===== config.mk =====
export PLATFORM = sky130hd
export DESIGN_NAME = uartb_core
export DESIGN_NICKNAME = d
export VERILOG_FILES = /design/src/common/uartb_pkg.sv /design/src/hw/uartb_baud.sv /design/src/hw/uartb_tx.sv /design/src/hw/uartb_core.sv
export SDC_FILE = /design/constraint.sdc
export NUM_CORES = 1
export LEC_CHECK = 0
export ABC_AREA = 1
export CAP_MARGIN = 0
export CORE_MARGIN = 10
export CORE_UTILIZATION = 27
export CTS_BUF_LIST = sky130_fd_sc_hd__clkbuf_8
export DETAILED_ROUTE_END_ITERATION = 10
export DONT_BUFFER_PORTS = 1
export PLACE_DENSITY_LB_ADDON = 0.1
export SLEW_MARGIN = 20
export SYNTH_ARGS = -nofsm -noshare
export SYNTH_HDL_FRONTEND = slang
export SYNTH_HIERARCHICAL = 1
export SYNTH_SLANG_ARGS = --single-unit

===== constraint.sdc =====
create_clock -name pclk -period 3.15 [get_ports pclk]
set_input_delay 0.63 -clock pclk [delete_from_list [all_inputs] [get_ports pclk]]
set_output_delay 0.63 -clock pclk [all_outputs]
set_load 0.1 [all_outputs]

===== src/common/uartb_pkg.sv =====
// Package: register map, field layout and types of the timer-clocked serial port
`default_nettype none
package uartb_pkg;

  // ----------------------------------------------------------------
  // Register offsets
  // ----------------------------------------------------------------
  localparam logic [7:0] UARTB_OFF_CTRL = 8'h00;
  localparam logic [7:0] UARTB_OFF_DATA = 8'h04;
  localparam logic [7:0] UARTB_OFF_TCFG = 8'h08;
  localparam logic [7:0] UARTB_OFF_RELOAD = 8'h0c;

  // ----------------------------------------------------------------
  // Field positions and reset values
  // ----------------------------------------------------------------
  localparam int UARTB_CTRL_MODE_BIT = 7;
  localparam int UARTB_CTRL_UNUSED_BIT = 6;
  localparam int UARTB_CTRL_MCE_BIT = 5;
  localparam int UARTB_CTRL_REN_BIT = 4;
  localparam int UARTB_CTRL_TB8_BIT = 3;
  localparam int UARTB_CTRL_RB8_BIT = 2;
  localparam int UARTB_CTRL_TI_BIT = 1;
  localparam int UARTB_CTRL_RI_BIT = 0;
  localparam logic UARTB_CTRL_UNUSED_VAL = 1'b1;
  localparam logic [7:0] UARTB_DATA_RST = 8'h00;
  localparam logic [7:0] UARTB_RELOAD_RST = 8'h00;
  localparam logic [4:0] UARTB_TCFG_RST = 5'h00;

  // ----------------------------------------------------------------
  // Prescaler and frame counts
  // ----------------------------------------------------------------
  localparam logic [5:0] UARTB_DIV48 = 6'h30;
  localparam logic [3:0] UARTB_DIV12 = 4'hc;
  localparam logic [1:0] UARTB_DIV4_LAST = 2'h3;
  localparam logic [2:0] UARTB_OSC_DIV_LAST = 3'h7;
  localparam logic [7:0] UARTB_TL_MAX = 8'hff;
  localparam logic [3:0] UARTB_TX_LEN8 = 4'h9;
  localparam logic [3:0] UARTB_TX_LEN9 = 4'ha;
  localparam logic [3:0] UARTB_RX_LEN8 = 4'h8;
  localparam logic [3:0] UARTB_RX_LEN9 = 4'h9;

  // ----------------------------------------------------------------
  // Types
  // ----------------------------------------------------------------
  typedef enum logic [2:0] {
    UARTB_CLK_SYS = 3'h0,
    UARTB_CLK_DIV4 = 3'h1,
    UARTB_CLK_DIV12 = 3'h2,
    UARTB_CLK_DIV48 = 3'h3,
    UARTB_CLK_OSC8 = 3'h4,
    UARTB_CLK_EXT = 3'h5
  } uartb_clksel_t;

  typedef struct packed {
    logic run;
    logic irq_en;
    uartb_clksel_t clksel;
  } uartb_tcfg_t;

  typedef enum logic [3:0] {
    UARTB_RX_IDLE = 4'h1,
    UARTB_RX_START = 4'h2,
    UARTB_RX_BITS = 4'h4,
    UARTB_RX_STOP = 4'h8
  } uartb_rxst_t;

  typedef enum logic [4:0] {
    UARTB_REG_CTRL = 5'h01,
    UARTB_REG_DATA = 5'h02,
    UARTB_REG_TCFG = 5'h04,
    UARTB_REG_RELOAD = 5'h08,
    UARTB_REG_NONE = 5'h10
  } uartb_reg_t;

endpackage : uartb_pkg
`default_nettype wire


===== src/hw/uartb_baud.sv =====
// Baud timer: clock source select, transmit timer and hidden receive timer
`default_nettype none
module uartb_baud
  import uartb_pkg::*;
(
  input wire logic pclk,
  input wire logic presetn,
  input wire uartb_tcfg_t tcfg,
  input wire logic [7:0] reload,
  input wire logic ext_osc_clk,
  input wire logic timer_ext_input,
  input wire logic rx_force,
  output logic tx_tick,
  output logic rx_tick
);

  logic [5:0] div48_r, div48_nxt;
  logic [3:0] div12_r, div12_nxt;
  logic [2:0] osc_cnt_r, osc_cnt_nxt;
  logic osc_prev_r, ext_prev_r;
  logic [7:0] tl_r, tl_nxt, rx_tl_r, rx_tl_nxt;
  logic tx_div_r, tx_div_nxt, rx_div_r, rx_div_nxt;
  logic src_tick, osc_rise, tx_ovf, rx_ovf;

  // ----------------------------------------------------------------
  // Clock source select
  // ----------------------------------------------------------------
  always_comb begin
    div48_nxt = (div48_r == UARTB_DIV48 - 6'h01) ? 6'h00 : div48_r + 6'h01;
    div12_nxt = (div12_r == UARTB_DIV12 - 4'h1) ? 4'h0 : div12_r + 4'h1;
    osc_rise = ext_osc_clk && !osc_prev_r;
    osc_cnt_nxt = osc_rise ? osc_cnt_r + 3'h1 : osc_cnt_r;
    case (tcfg.clksel)
      UARTB_CLK_SYS: src_tick = 1'b1;
      UARTB_CLK_DIV4: src_tick = (div48_r[1:0] == UARTB_DIV4_LAST);
      UARTB_CLK_DIV12: src_tick = (div12_r == UARTB_DIV12 - 4'h1);
      UARTB_CLK_DIV48: src_tick = (div48_r == UARTB_DIV48 - 6'h01);
      UARTB_CLK_OSC8: src_tick = osc_rise && (osc_cnt_r == UARTB_OSC_DIV_LAST);
      UARTB_CLK_EXT: src_tick = ext_prev_r && !timer_ext_input;
      default: src_tick = 1'b0;
    endcase
  end

  // ----------------------------------------------------------------
  // Auto-reload timers and divide by two
  // ----------------------------------------------------------------
  always_comb begin
    tx_ovf = tcfg.run && src_tick && (tl_r == UARTB_TL_MAX);
    rx_ovf = tcfg.run && src_tick && (rx_tl_r == UARTB_TL_MAX) && !rx_force;
    tl_nxt = tl_r;
    if (tx_ovf) begin
      tl_nxt = reload;
    end else if (tcfg.run && src_tick) begin
      tl_nxt = tl_r + 8'h01;
    end
    rx_tl_nxt = rx_tl_r;
    if (rx_force) begin
      rx_tl_nxt = reload;
    end else if (rx_ovf) begin
      rx_tl_nxt = reload;
    end else if (tcfg.run && src_tick) begin
      rx_tl_nxt = rx_tl_r + 8'h01;
    end
    tx_div_nxt = tx_ovf ? !tx_div_r : tx_div_r;
    rx_div_nxt = rx_force ? 1'b0 : (rx_ovf ? !rx_div_r : rx_div_r);
    tx_tick = tx_ovf && tx_div_r;
    rx_tick = rx_ovf && !rx_div_r;
  end

  always_ff @(posedge pclk or negedge presetn) begin
    if (!presetn) begin
      div48_r <= 6'h00;
      div12_r <= 4'h0;
      osc_cnt_r <= 3'h0;
      osc_prev_r <= 1'b0;
      ext_prev_r <= 1'b0;
      tl_r <= UARTB_RELOAD_RST;
      rx_tl_r <= UARTB_RELOAD_RST;
      tx_div_r <= 1'b0;
      rx_div_r <= 1'b0;
    end else begin
      div48_r <= div48_nxt;
      div12_r <= div12_nxt;
      osc_cnt_r <= osc_cnt_nxt;
      osc_prev_r <= ext_osc_clk;
      ext_prev_r <= timer_ext_input;
      tl_r <= tl_nxt;
      rx_tl_r <= rx_tl_nxt;
      tx_div_r <= tx_div_nxt;
      rx_div_r <= rx_div_nxt;
    end
  end

  chk_force_reload: assert property (
    @(posedge pclk) disable iff (!presetn) rx_force |=> (rx_tl_r == $past(reload)))
    else $error("receive timer not reloaded on start");
  chk_tick_half: assert property (
    @(posedge pclk) disable iff (!presetn) tx_tick |-> !$past(tx_tick))
    else $error("transmit bit tick on consecutive cycles");

endmodule : uartb_baud
`default_nettype wire


===== src/hw/uartb_tx.sv =====
// Transmit shifter for 8-bit and 9-bit framing
`default_nettype none
module uartb_tx
  import uartb_pkg::*;
(
  input wire logic pclk,
  input wire logic presetn,
  input wire logic tx_tick,
  input wire logic start,
  input wire logic [7:0] wdata,
  input wire logic nine_mode,
  input wire logic ninth,
  output logic serial_tx_pin,
  output logic tx_done_set
);

  logic [9:0] sh_r, sh_nxt;
  logic [3:0] cnt_r, cnt_nxt;
  logic [7:0] hold_r, hold_nxt;
  logic pend_r, pend_nxt, line_r, line_nxt;

  always_comb begin
    sh_nxt = sh_r;
    cnt_nxt = cnt_r;
    line_nxt = line_r;
    pend_nxt = pend_r || start;
    hold_nxt = start ? wdata : hold_r;
    tx_done_set = 1'b0;
    if (tx_tick) begin
      if (cnt_r != 4'h0) begin
        line_nxt = sh_r[0];
        sh_nxt = {1'b1, sh_r[9:1]};
        cnt_nxt = cnt_r - 4'h1;
        tx_done_set = (cnt_r == 4'h1);
      end else if (pend_r) begin
        line_nxt = 1'b0;
        sh_nxt = nine_mode ? {1'b1, ninth, hold_r} : {2'b11, hold_r};
        cnt_nxt = nine_mode ? UARTB_TX_LEN9 : UARTB_TX_LEN8;
        pend_nxt = start;
      end
    end
  end

  always_ff @(posedge pclk or negedge presetn) begin
    if (!presetn) begin
      sh_r <= 10'h3ff;
      cnt_r <= 4'h0;
      hold_r <= UARTB_DATA_RST;
      pend_r <= 1'b0;
      line_r <= 1'b1;
    end else begin
      sh_r <= sh_nxt;
      cnt_r <= cnt_nxt;
      hold_r <= hold_nxt;
      pend_r <= pend_nxt;
      line_r <= line_nxt;
    end
  end

  assign serial_tx_pin = line_r;

  chk_tx_stop_level: assert property (
    @(posedge pclk) disable iff (!presetn) tx_done_set |=> serial_tx_pin)
    else $error("done flag not at start of stop bit");

endmodule : uartb_tx
`default_nettype wire


===== src/hw/uartb_core.sv =====
// Serial port top: APB registers, receiver and the two timer and transmit blocks
//
// The APB interface to the registers and the placing of the registers are this design's own decisions.
`default_nettype none
module uartb_core
  import uartb_pkg::*;
#(
  parameter int ADDR_W = 8
) (
  input wire logic pclk,
  input wire logic presetn,
  input wire logic psel,
  input wire logic penable,
  input wire logic pwrite,
  input wire logic [ADDR_W-1:0] paddr,
  input wire logic [31:0] pwdata,
  input wire logic [3:0] pstrb,
  output logic [31:0] prdata,
  output logic pready,
  output logic pslverr,
  input wire logic serial_rx_pin,
  output logic serial_tx_pin,
  input wire logic ext_osc_clk,
  input wire logic timer_ext_input,
  output logic irq
);

  // ----------------------------------------------------------------
  // Address decode
  // ----------------------------------------------------------------
  function automatic uartb_reg_t uartb_decode(input logic [ADDR_W-1:0] addr);
    if (addr == ADDR_W'(UARTB_OFF_CTRL)) begin
      return UARTB_REG_CTRL;
    end else if (addr == ADDR_W'(UARTB_OFF_DATA)) begin
      return UARTB_REG_DATA;
    end else if (addr == ADDR_W'(UARTB_OFF_TCFG)) begin
      return UARTB_REG_TCFG;
    end else if (addr == ADDR_W'(UARTB_OFF_RELOAD)) begin
      return UARTB_REG_RELOAD;
    end else begin
      return UARTB_REG_NONE;
    end
  endfunction : uartb_decode

  logic frame_mode_select_r, frame_mode_select_nxt;
  logic multiproc_enable_r, multiproc_enable_nxt;
  logic rx_enable_r, rx_enable_nxt;
  logic tx_ninth_bit_r, tx_ninth_bit_nxt;
  logic rx_ninth_bit_r, rx_ninth_bit_nxt;
  logic tx_done_flag_r, tx_done_flag_nxt;
  logic rx_done_flag_r, rx_done_flag_nxt;
  logic [7:0] rx_buf_r, rx_buf_nxt;
  uartb_tcfg_t tcfg_r, tcfg_nxt;
  logic [7:0] reload_r, reload_nxt;
  logic [31:0] prdata_r, prdata_nxt;
  logic pslverr_r, pslverr_nxt;
  logic irq_r, irq_nxt;
  logic [7:0] serial_control_reg;
  logic setup, wr_en, wr_ctl, wr_data, wr_tcfg, wr_reload;
  uartb_reg_t rd_sel, wr_sel;
  logic tx_tick, rx_tick, tx_done_set;
  uartb_rxst_t rx_st_r, rx_st_nxt;
  logic [8:0] rx_sh_r, rx_sh_nxt;
  logic [3:0] rx_cnt_r, rx_cnt_nxt;
  logic rx_pin_r, rx_prev_r;
  logic start_det, rx_eval, rx_load, ninth_cand;
  logic [7:0] data_cand;

  // ----------------------------------------------------------------
  // APB access
  // ----------------------------------------------------------------
  assign setup = psel && !penable;
  assign rd_sel = uartb_decode(paddr);
  assign wr_sel = uartb_decode(paddr);
  assign pready = 1'b1;
  assign wr_en = psel && penable && pready && pwrite && pstrb[0];
  assign wr_ctl = wr_en && (wr_sel == UARTB_REG_CTRL);
  assign wr_data = wr_en && (wr_sel == UARTB_REG_DATA);
  assign wr_tcfg = wr_en && (wr_sel == UARTB_REG_TCFG);
  assign wr_reload = wr_en && (wr_sel == UARTB_REG_RELOAD);

  always_comb begin
    serial_control_reg = 8'h00;
    serial_control_reg[UARTB_CTRL_MODE_BIT] = frame_mode_select_r;
    serial_control_reg[UARTB_CTRL_UNUSED_BIT] = UARTB_CTRL_UNUSED_VAL;
    serial_control_reg[UARTB_CTRL_MCE_BIT] = multiproc_enable_r;
    serial_control_reg[UARTB_CTRL_REN_BIT] = rx_enable_r;
    serial_control_reg[UARTB_CTRL_TB8_BIT] = tx_ninth_bit_r;
    serial_control_reg[UARTB_CTRL_RB8_BIT] = rx_ninth_bit_r;
    serial_control_reg[UARTB_CTRL_TI_BIT] = tx_done_flag_r;
    serial_control_reg[UARTB_CTRL_RI_BIT] = rx_done_flag_r;
  end

  always_comb begin
    prdata_nxt = prdata_r;
    pslverr_nxt = pslverr_r;
    if (setup) begin
      pslverr_nxt = 1'b0;
      if (rd_sel == UARTB_REG_CTRL) begin
        prdata_nxt = {24'h000000, serial_control_reg};
      end else if (rd_sel == UARTB_REG_DATA) begin
        prdata_nxt = {24'h000000, rx_buf_r};
      end else if (rd_sel == UARTB_REG_TCFG) begin
        prdata_nxt = {27'h0000000, tcfg_r};
      end else if (rd_sel == UARTB_REG_RELOAD) begin
        prdata_nxt = {24'h000000, reload_r};
      end else begin
        prdata_nxt = 32'h00000000;
        pslverr_nxt = 1'b1;
      end
    end
  end

  // ----------------------------------------------------------------
  // Control, timer and data registers
  // ----------------------------------------------------------------
  always_comb begin
    frame_mode_select_nxt = frame_mode_select_r;
    multiproc_enable_nxt = multiproc_enable_r;
    rx_enable_nxt = rx_enable_r;
    tx_ninth_bit_nxt = tx_ninth_bit_r;
    rx_ninth_bit_nxt = rx_ninth_bit_r;
    tx_done_flag_nxt = tx_done_flag_r;
    rx_done_flag_nxt = rx_done_flag_r;
    rx_buf_nxt = rx_buf_r;
    tcfg_nxt = tcfg_r;
    reload_nxt = reload_r;
    if (wr_ctl) begin
      frame_mode_select_nxt = pwdata[UARTB_CTRL_MODE_BIT];
      multiproc_enable_nxt = pwdata[UARTB_CTRL_MCE_BIT];
      rx_enable_nxt = pwdata[UARTB_CTRL_REN_BIT];
      tx_ninth_bit_nxt = pwdata[UARTB_CTRL_TB8_BIT];
      rx_ninth_bit_nxt = pwdata[UARTB_CTRL_RB8_BIT];
      tx_done_flag_nxt = pwdata[UARTB_CTRL_TI_BIT];
      rx_done_flag_nxt = pwdata[UARTB_CTRL_RI_BIT];
    end
    if (wr_tcfg) begin
      tcfg_nxt = uartb_tcfg_t'(pwdata[4:0]);
    end
    if (wr_reload) begin
      reload_nxt = pwdata[7:0];
    end
    if (tx_done_set) begin
      tx_done_flag_nxt = 1'b1;
    end
    if (rx_load) begin
      rx_buf_nxt = data_cand;
      rx_ninth_bit_nxt = ninth_cand;
      rx_done_flag_nxt = 1'b1;
    end
    irq_nxt = tcfg_r.irq_en && (tx_done_flag_r || rx_done_flag_r);
  end

  always_ff @(posedge pclk or negedge presetn) begin
    if (!presetn) begin
      frame_mode_select_r <= 1'b0;
      multiproc_enable_r <= 1'b0;
      rx_enable_r <= 1'b0;
      tx_ninth_bit_r <= 1'b0;
      rx_ninth_bit_r <= 1'b0;
      tx_done_flag_r <= 1'b0;
      rx_done_flag_r <= 1'b0;
      rx_buf_r <= UARTB_DATA_RST;
      tcfg_r <= uartb_tcfg_t'(UARTB_TCFG_RST);
      reload_r <= UARTB_RELOAD_RST;
      prdata_r <= 32'h00000000;
      pslverr_r <= 1'b0;
      irq_r <= 1'b0;
    end else begin
      frame_mode_select_r <= frame_mode_select_nxt;
      multiproc_enable_r <= multiproc_enable_nxt;
      rx_enable_r <= rx_enable_nxt;
      tx_ninth_bit_r <= tx_ninth_bit_nxt;
      rx_ninth_bit_r <= rx_ninth_bit_nxt;
      tx_done_flag_r <= tx_done_flag_nxt;
      rx_done_flag_r <= rx_done_flag_nxt;
      rx_buf_r <= rx_buf_nxt;
      tcfg_r <= tcfg_nxt;
      reload_r <= reload_nxt;
      prdata_r <= prdata_nxt;
      pslverr_r <= pslverr_nxt;
      irq_r <= irq_nxt;
    end
  end

  assign prdata = prdata_r;
  assign pslverr = pslverr_r;
  assign irq = irq_r;

  // ----------------------------------------------------------------
  // Baud timer and transmitter
  // ----------------------------------------------------------------
  uartb_baud u_baud (
    .pclk(pclk),
    .presetn(presetn),
    .tcfg(tcfg_r),
    .reload(reload_r),
    .ext_osc_clk(ext_osc_clk),
    .timer_ext_input(timer_ext_input),
    .rx_force(start_det),
    .tx_tick(tx_tick),
    .rx_tick(rx_tick)
  );

  uartb_tx u_tx (
    .pclk(pclk),
    .presetn(presetn),
    .tx_tick(tx_tick),
    .start(wr_data),
    .wdata(pwdata[7:0]),
    .nine_mode(frame_mode_select_r),
    .ninth(tx_ninth_bit_r),
    .serial_tx_pin(serial_tx_pin),
    .tx_done_set(tx_done_set)
  );

  // ----------------------------------------------------------------
  // Receiver
  // ----------------------------------------------------------------
  assign start_det = (rx_st_r == UARTB_RX_IDLE) && rx_enable_r && tcfg_r.run && rx_prev_r && !rx_pin_r;
  assign ninth_cand = frame_mode_select_r ? rx_sh_r[8] : rx_pin_r;
  assign data_cand = frame_mode_select_r ? rx_sh_r[7:0] : rx_sh_r[8:1];

  always_comb begin
    rx_st_nxt = rx_st_r;
    rx_sh_nxt = rx_sh_r;
    rx_cnt_nxt = rx_cnt_r;
    rx_eval = 1'b0;
    rx_load = 1'b0;
    case (rx_st_r)
      UARTB_RX_IDLE: begin
        if (start_det) begin
          rx_st_nxt = UARTB_RX_START;
        end
      end
      UARTB_RX_START: begin
        if (rx_tick) begin
          if (!rx_pin_r) begin
            rx_st_nxt = UARTB_RX_BITS;
            rx_cnt_nxt = frame_mode_select_r ? UARTB_RX_LEN9 : UARTB_RX_LEN8;
          end else begin
            rx_st_nxt = UARTB_RX_IDLE;
          end
        end
      end
      UARTB_RX_BITS: begin
        if (rx_tick) begin
          rx_sh_nxt = {rx_pin_r, rx_sh_r[8:1]};
          rx_cnt_nxt = rx_cnt_r - 4'h1;
          if (rx_cnt_r == 4'h1) begin
            rx_st_nxt = UARTB_RX_STOP;
          end
        end
      end
      UARTB_RX_STOP: begin
        if (rx_tick) begin
          rx_eval = 1'b1;
          rx_load = !rx_done_flag_r && (!multiproc_enable_r || ninth_cand);
          rx_st_nxt = UARTB_RX_IDLE;
        end
      end
      default: begin
        rx_st_nxt = UARTB_RX_IDLE;
      end
    endcase
    if (!tcfg_r.run) begin
      rx_st_nxt = UARTB_RX_IDLE;
    end
  end

  always_ff @(posedge pclk or negedge presetn) begin
    if (!presetn) begin
      rx_st_r <= UARTB_RX_IDLE;
      rx_sh_r <= 9'h000;
      rx_cnt_r <= 4'h0;
      rx_pin_r <= 1'b1;
      rx_prev_r <= 1'b1;
    end else begin
      rx_st_r <= rx_st_nxt;
      rx_sh_r <= rx_sh_nxt;
      rx_cnt_r <= rx_cnt_nxt;
      rx_pin_r <= serial_rx_pin;
      rx_prev_r <= rx_pin_r;
    end
  end

  // ----------------------------------------------------------------
  // Checks
  // ----------------------------------------------------------------
  chk_flag_sticky: assert property (
    @(posedge pclk) disable iff (!presetn) (rx_done_flag_r && !wr_ctl) |=> rx_done_flag_r)
    else $error("receive flag cleared without software");
  chk_read_rx_buf: assert property (
    @(posedge pclk) disable iff (!presetn)
    (setup && rd_sel == UARTB_REG_DATA) |=> (prdata == {24'h000000, $past(rx_buf_r)}))
    else $error("data read not from receive buffer");
  chk_irq_gate: assert property (
    @(posedge pclk) disable iff (!presetn) ($rose(rx_done_flag_r) && tcfg_r.irq_en) |=> irq)
    else $error("interrupt missing after receive flag");
  chk_no_overwrite: assert property (
    @(posedge pclk) disable iff (!presetn) (rx_eval && rx_done_flag_r) |=> $stable(rx_buf_r))
    else $error("receive buffer overwritten on overrun");
  chk_rx_disabled: assert property (
    @(posedge pclk) disable iff (!presetn) (rx_st_r == UARTB_RX_IDLE && !rx_enable_r) |=> (rx_st_r == UARTB_RX_IDLE))
    else $error("receiver left idle while disabled");
  chk_mce_filter: assert property (
    @(posedge pclk) disable iff (!presetn)
    (rx_eval && multiproc_enable_r && !ninth_cand && !wr_ctl) |=> ($stable(rx_done_flag_r) && $stable(rx_ninth_bit_r)))
    else $error("filtered frame changed receive state");
  chk_load_flag: assert property (
    @(posedge pclk) disable iff (!presetn) rx_load |=> (rx_done_flag_r && rx_buf_r == $past(data_cand)))
    else $error("accepted frame not loaded");

  cov_rx_load: cover property (@(posedge pclk) disable iff (!presetn) rx_load);
  cov_tx_done: cover property (@(posedge pclk) disable iff (!presetn) tx_done_set && frame_mode_select_r);
  cov_overrun: cover property (@(posedge pclk) disable iff (!presetn) rx_eval && rx_done_flag_r);
  cov_false_start: cover property (@(posedge pclk) disable iff (!presetn)
    rx_st_r == UARTB_RX_START && rx_tick && rx_pin_r);

endmodule : uartb_core
`default_nettype wire


==> results.tsv <==
metric	value	unit
status	finished, final reports clean	
synthAdderAreaFrac	2.26	%
pwr-share-comb	19.8	%
cts.htree.levels	4	
start_kind	register	
synth_top_flop_cell	dfrtp_1	
ys_seq_elements	113	
cap_violations	0	
drive_gt1_share	15.6	%
synth-simple-area-share	29.1	%
routed_via_density	4.40	
clock_latency	440	ps
path_clk_slew	70	ps
clock-skew-final	16.5	ps
rrSetupSlack	540	ps
drtIter0Drc	263	
synthArstFlopShare	100	%
place.port_buffers	0	
initial_core_util	27.6	%
post_drt_wl_per_cell	14.9	um
ioPinCount	88	
switching_share	33.8	%
fin_setup_tns	0	ps
powerDensity	574	mW/mm^2
cts_tree	done	
crit_path_start	u_baud/osc_cnt_r[0]	
instances_no_fill	1036	
ctsResizeCount	0	
fp.dieH	170	um
synthesis.area	0.00609	sq mm
yosysWarnings	6	
vias	4563	
utilization	30.4	%
fp-row-count	54	
r2r-start	u_baud/osc_cnt_r[0]	
cts_buffers	17	
power_frac_clock	33.9	%
p_int	2.54	mW
critPathCaptureType	register	
synth_top_area_cell	dfrtp_1	
cp_max_fo	13	
yosysSeqAreaShare	46.7	%
hold_viol	0	
p_leak	3.30	nW
synth_xor_area_share	2.01	%
drc	0	
fin_ws	538	ps
muxShareOfSynthArea	1.85	%
numClockSinks	113	
grt_start_max_net_pins	101	
postCtsHoldBufs	4	
syn_area_per_cell	8.30	sq um
dp.cells	1000	
gr-total-overflow	0	
yosys.cell_types.count	46	
period_share	82.9	%
n_antenna_cell	0	
clockBufferDepth	2	
dpl.hpwl	10800	um
cp.required	3530	ps
dr.pass1.iters	4	
die_x	170	um
power_switching	1.30	mW
cts_setup_buffers	0	
place_congestion	0.815	
synth_common_cells	nand2_1 (214), dfrtp_1 (100), nand3_1 (75)	
grt_pass1_vias	4435	
pre_cts_ws	459	ps
synth.most_common_cell	nand2_1	
nets	806	
cp.arrival	2990	ps
synth_edf_count	0	
synth_top_family_by_area	simple AND/OR/NAND/NOR gates	
ant_nets	0	
worst_slew_pin_slew	943	ps
rsz0062_at_grt	no	
syn-instance-count	733	
slew_violations	0	
power_frac_seq	46.3	%
hold_class	input port to async pin	
max_freq	0.383	GHz
die_area	0.0290	sq mm
track_usage	11.1	%
root_buffer	clkbuf_8	
antenna_found_initial	0	
setup_viol	0	
irDropWorstVdd	0.000204	V
coreArea	0.0220	sq mm
relSlewSlack	37.1	%
wirelength	15500	um
syn_to_final_growth	9.99	%
fin_crit	2610	ps
grt_pass1_wl	24900	um
synth_top_area_share	41.1	%
synth-compound-area-share	8.20	%
netlist_top_cells_area	dfrtp_1 (41%), nand2_1 (13%), nand3_1 (6.2%)	
critPathKind	register to register	
==> worst max-delay path, stage by stage, from the launching register on <==
cell	delay (ps)
dfrtp_1	370
ha_1	150
ha_1	130
nand3_1	100
nand2_1	70
nand2_1	80
a21oi_4	210
nand2_2	220
nor2_4	200
nand2_2	80
nor2_1	220
nand2_1	80
nand2_1	370
o21ai_0	170
nand2_1	90
==> logic make-up after synthesis <==
group / Yosys count
flops: 113
xor+xnor: 14
compound gates: 79
mux: 10
fa+ha+maj: 11
other cells: 2
buf+inv: 119
simple gates: 385
==> metal layers <==
layer / part of all wire, % / track usage, %
met3: 4.6 / 2.98
met4: 1.5 / 3.93
met5: 0 / 0
met1: 47 / 14.5
met2: 47 / 17.3
==> through the flow <==
step / power, mW / cell area (sq um) / hold WS [ps]
6_report: 3.85 / 6700 / 115
5_1_grt: 4.09 / 6700 / 131
4_1_cts: 3.91 / 6700 / 127
3_5_place_dp: 2.53 / 6260 / 340
3_3_place_gp: 2.50 / 6260 / 342
2_1_floorplan: 2.43 / 6170 / 334
==> cell usage in the layout (no fill, tap or decap), drive strengths merged, types with 8 or more instances in the layout <==
cell type | Yosys | routed
nand3 | 77 | 77
ha | 11 | 11
dfrtp | 100 | 100
clkinv | 1 | 9
clkbuf | 3 | 19
dfstp | 13 | 13
xor2 | 8 | 8
mux2 | 10 | 10
conb | 2 | 25
nand4 | 10 | 10
inv | 77 | 78
nor2 | 57 | 57
nand2 | 230 | 230
o21ai | 53 | 53
a21oi | 16 | 16
==> final timing paths <==
check | cells past startpoint | to
max in group asynchronous | 1 | u_tx/sh_r[7]
max reg2reg | 14 | u_tx/sh_r[8]
min in group pclk | 0 | rx_pin_r
max | 14 | u_tx/sh_r[8]
min | 1 | u_baud/osc_prev_r
min reg2reg | 0 | rx_prev_r
==> state kept, by name, summed over array words and instances, names as in the netlist, 3 cells and up <==
name / cells
rx_sh_r: 9
u_baud/tl_r: 8
tcfg_r: 5
u_baud/div48_r: 6
rx_st_r: 4
rx_cnt_r: 4
u_tx/sh_r: 9
reload_r: 8
rx_buf_r: 8
u_baud/osc_cnt_r: 3
u_baud/div12_r: 4
prdata: 8
u_tx/hold_r: 8
u_tx/cnt_r: 4
u_baud/rx_tl_r: 8
==> power groups by stage <==
stage / logic (mW) / clock network, mW / registers (mW)
after floorplan: 0.659 / 0 / 1.77
after global placement: 0.703 / 0 / 1.80
after detailed placement: 0.724 / 0 / 1.80
after CTS: 0.772 / 1.36 / 1.78
after global routing: 0.872 / 1.42 / 1.80
final: 0.762 / 1.30 / 1.78
==> cell type report <==
cell class                 count  area, sq um
tap                          280          350
clock buffer                  19          262
clock inverter                13          115
multi-input combinational    524         2740
inverter                      78          293
sequential                   113         2840
timing repair buffer           9         95.1
fill                        2383        15300
(Power assumes the default switching activity.)
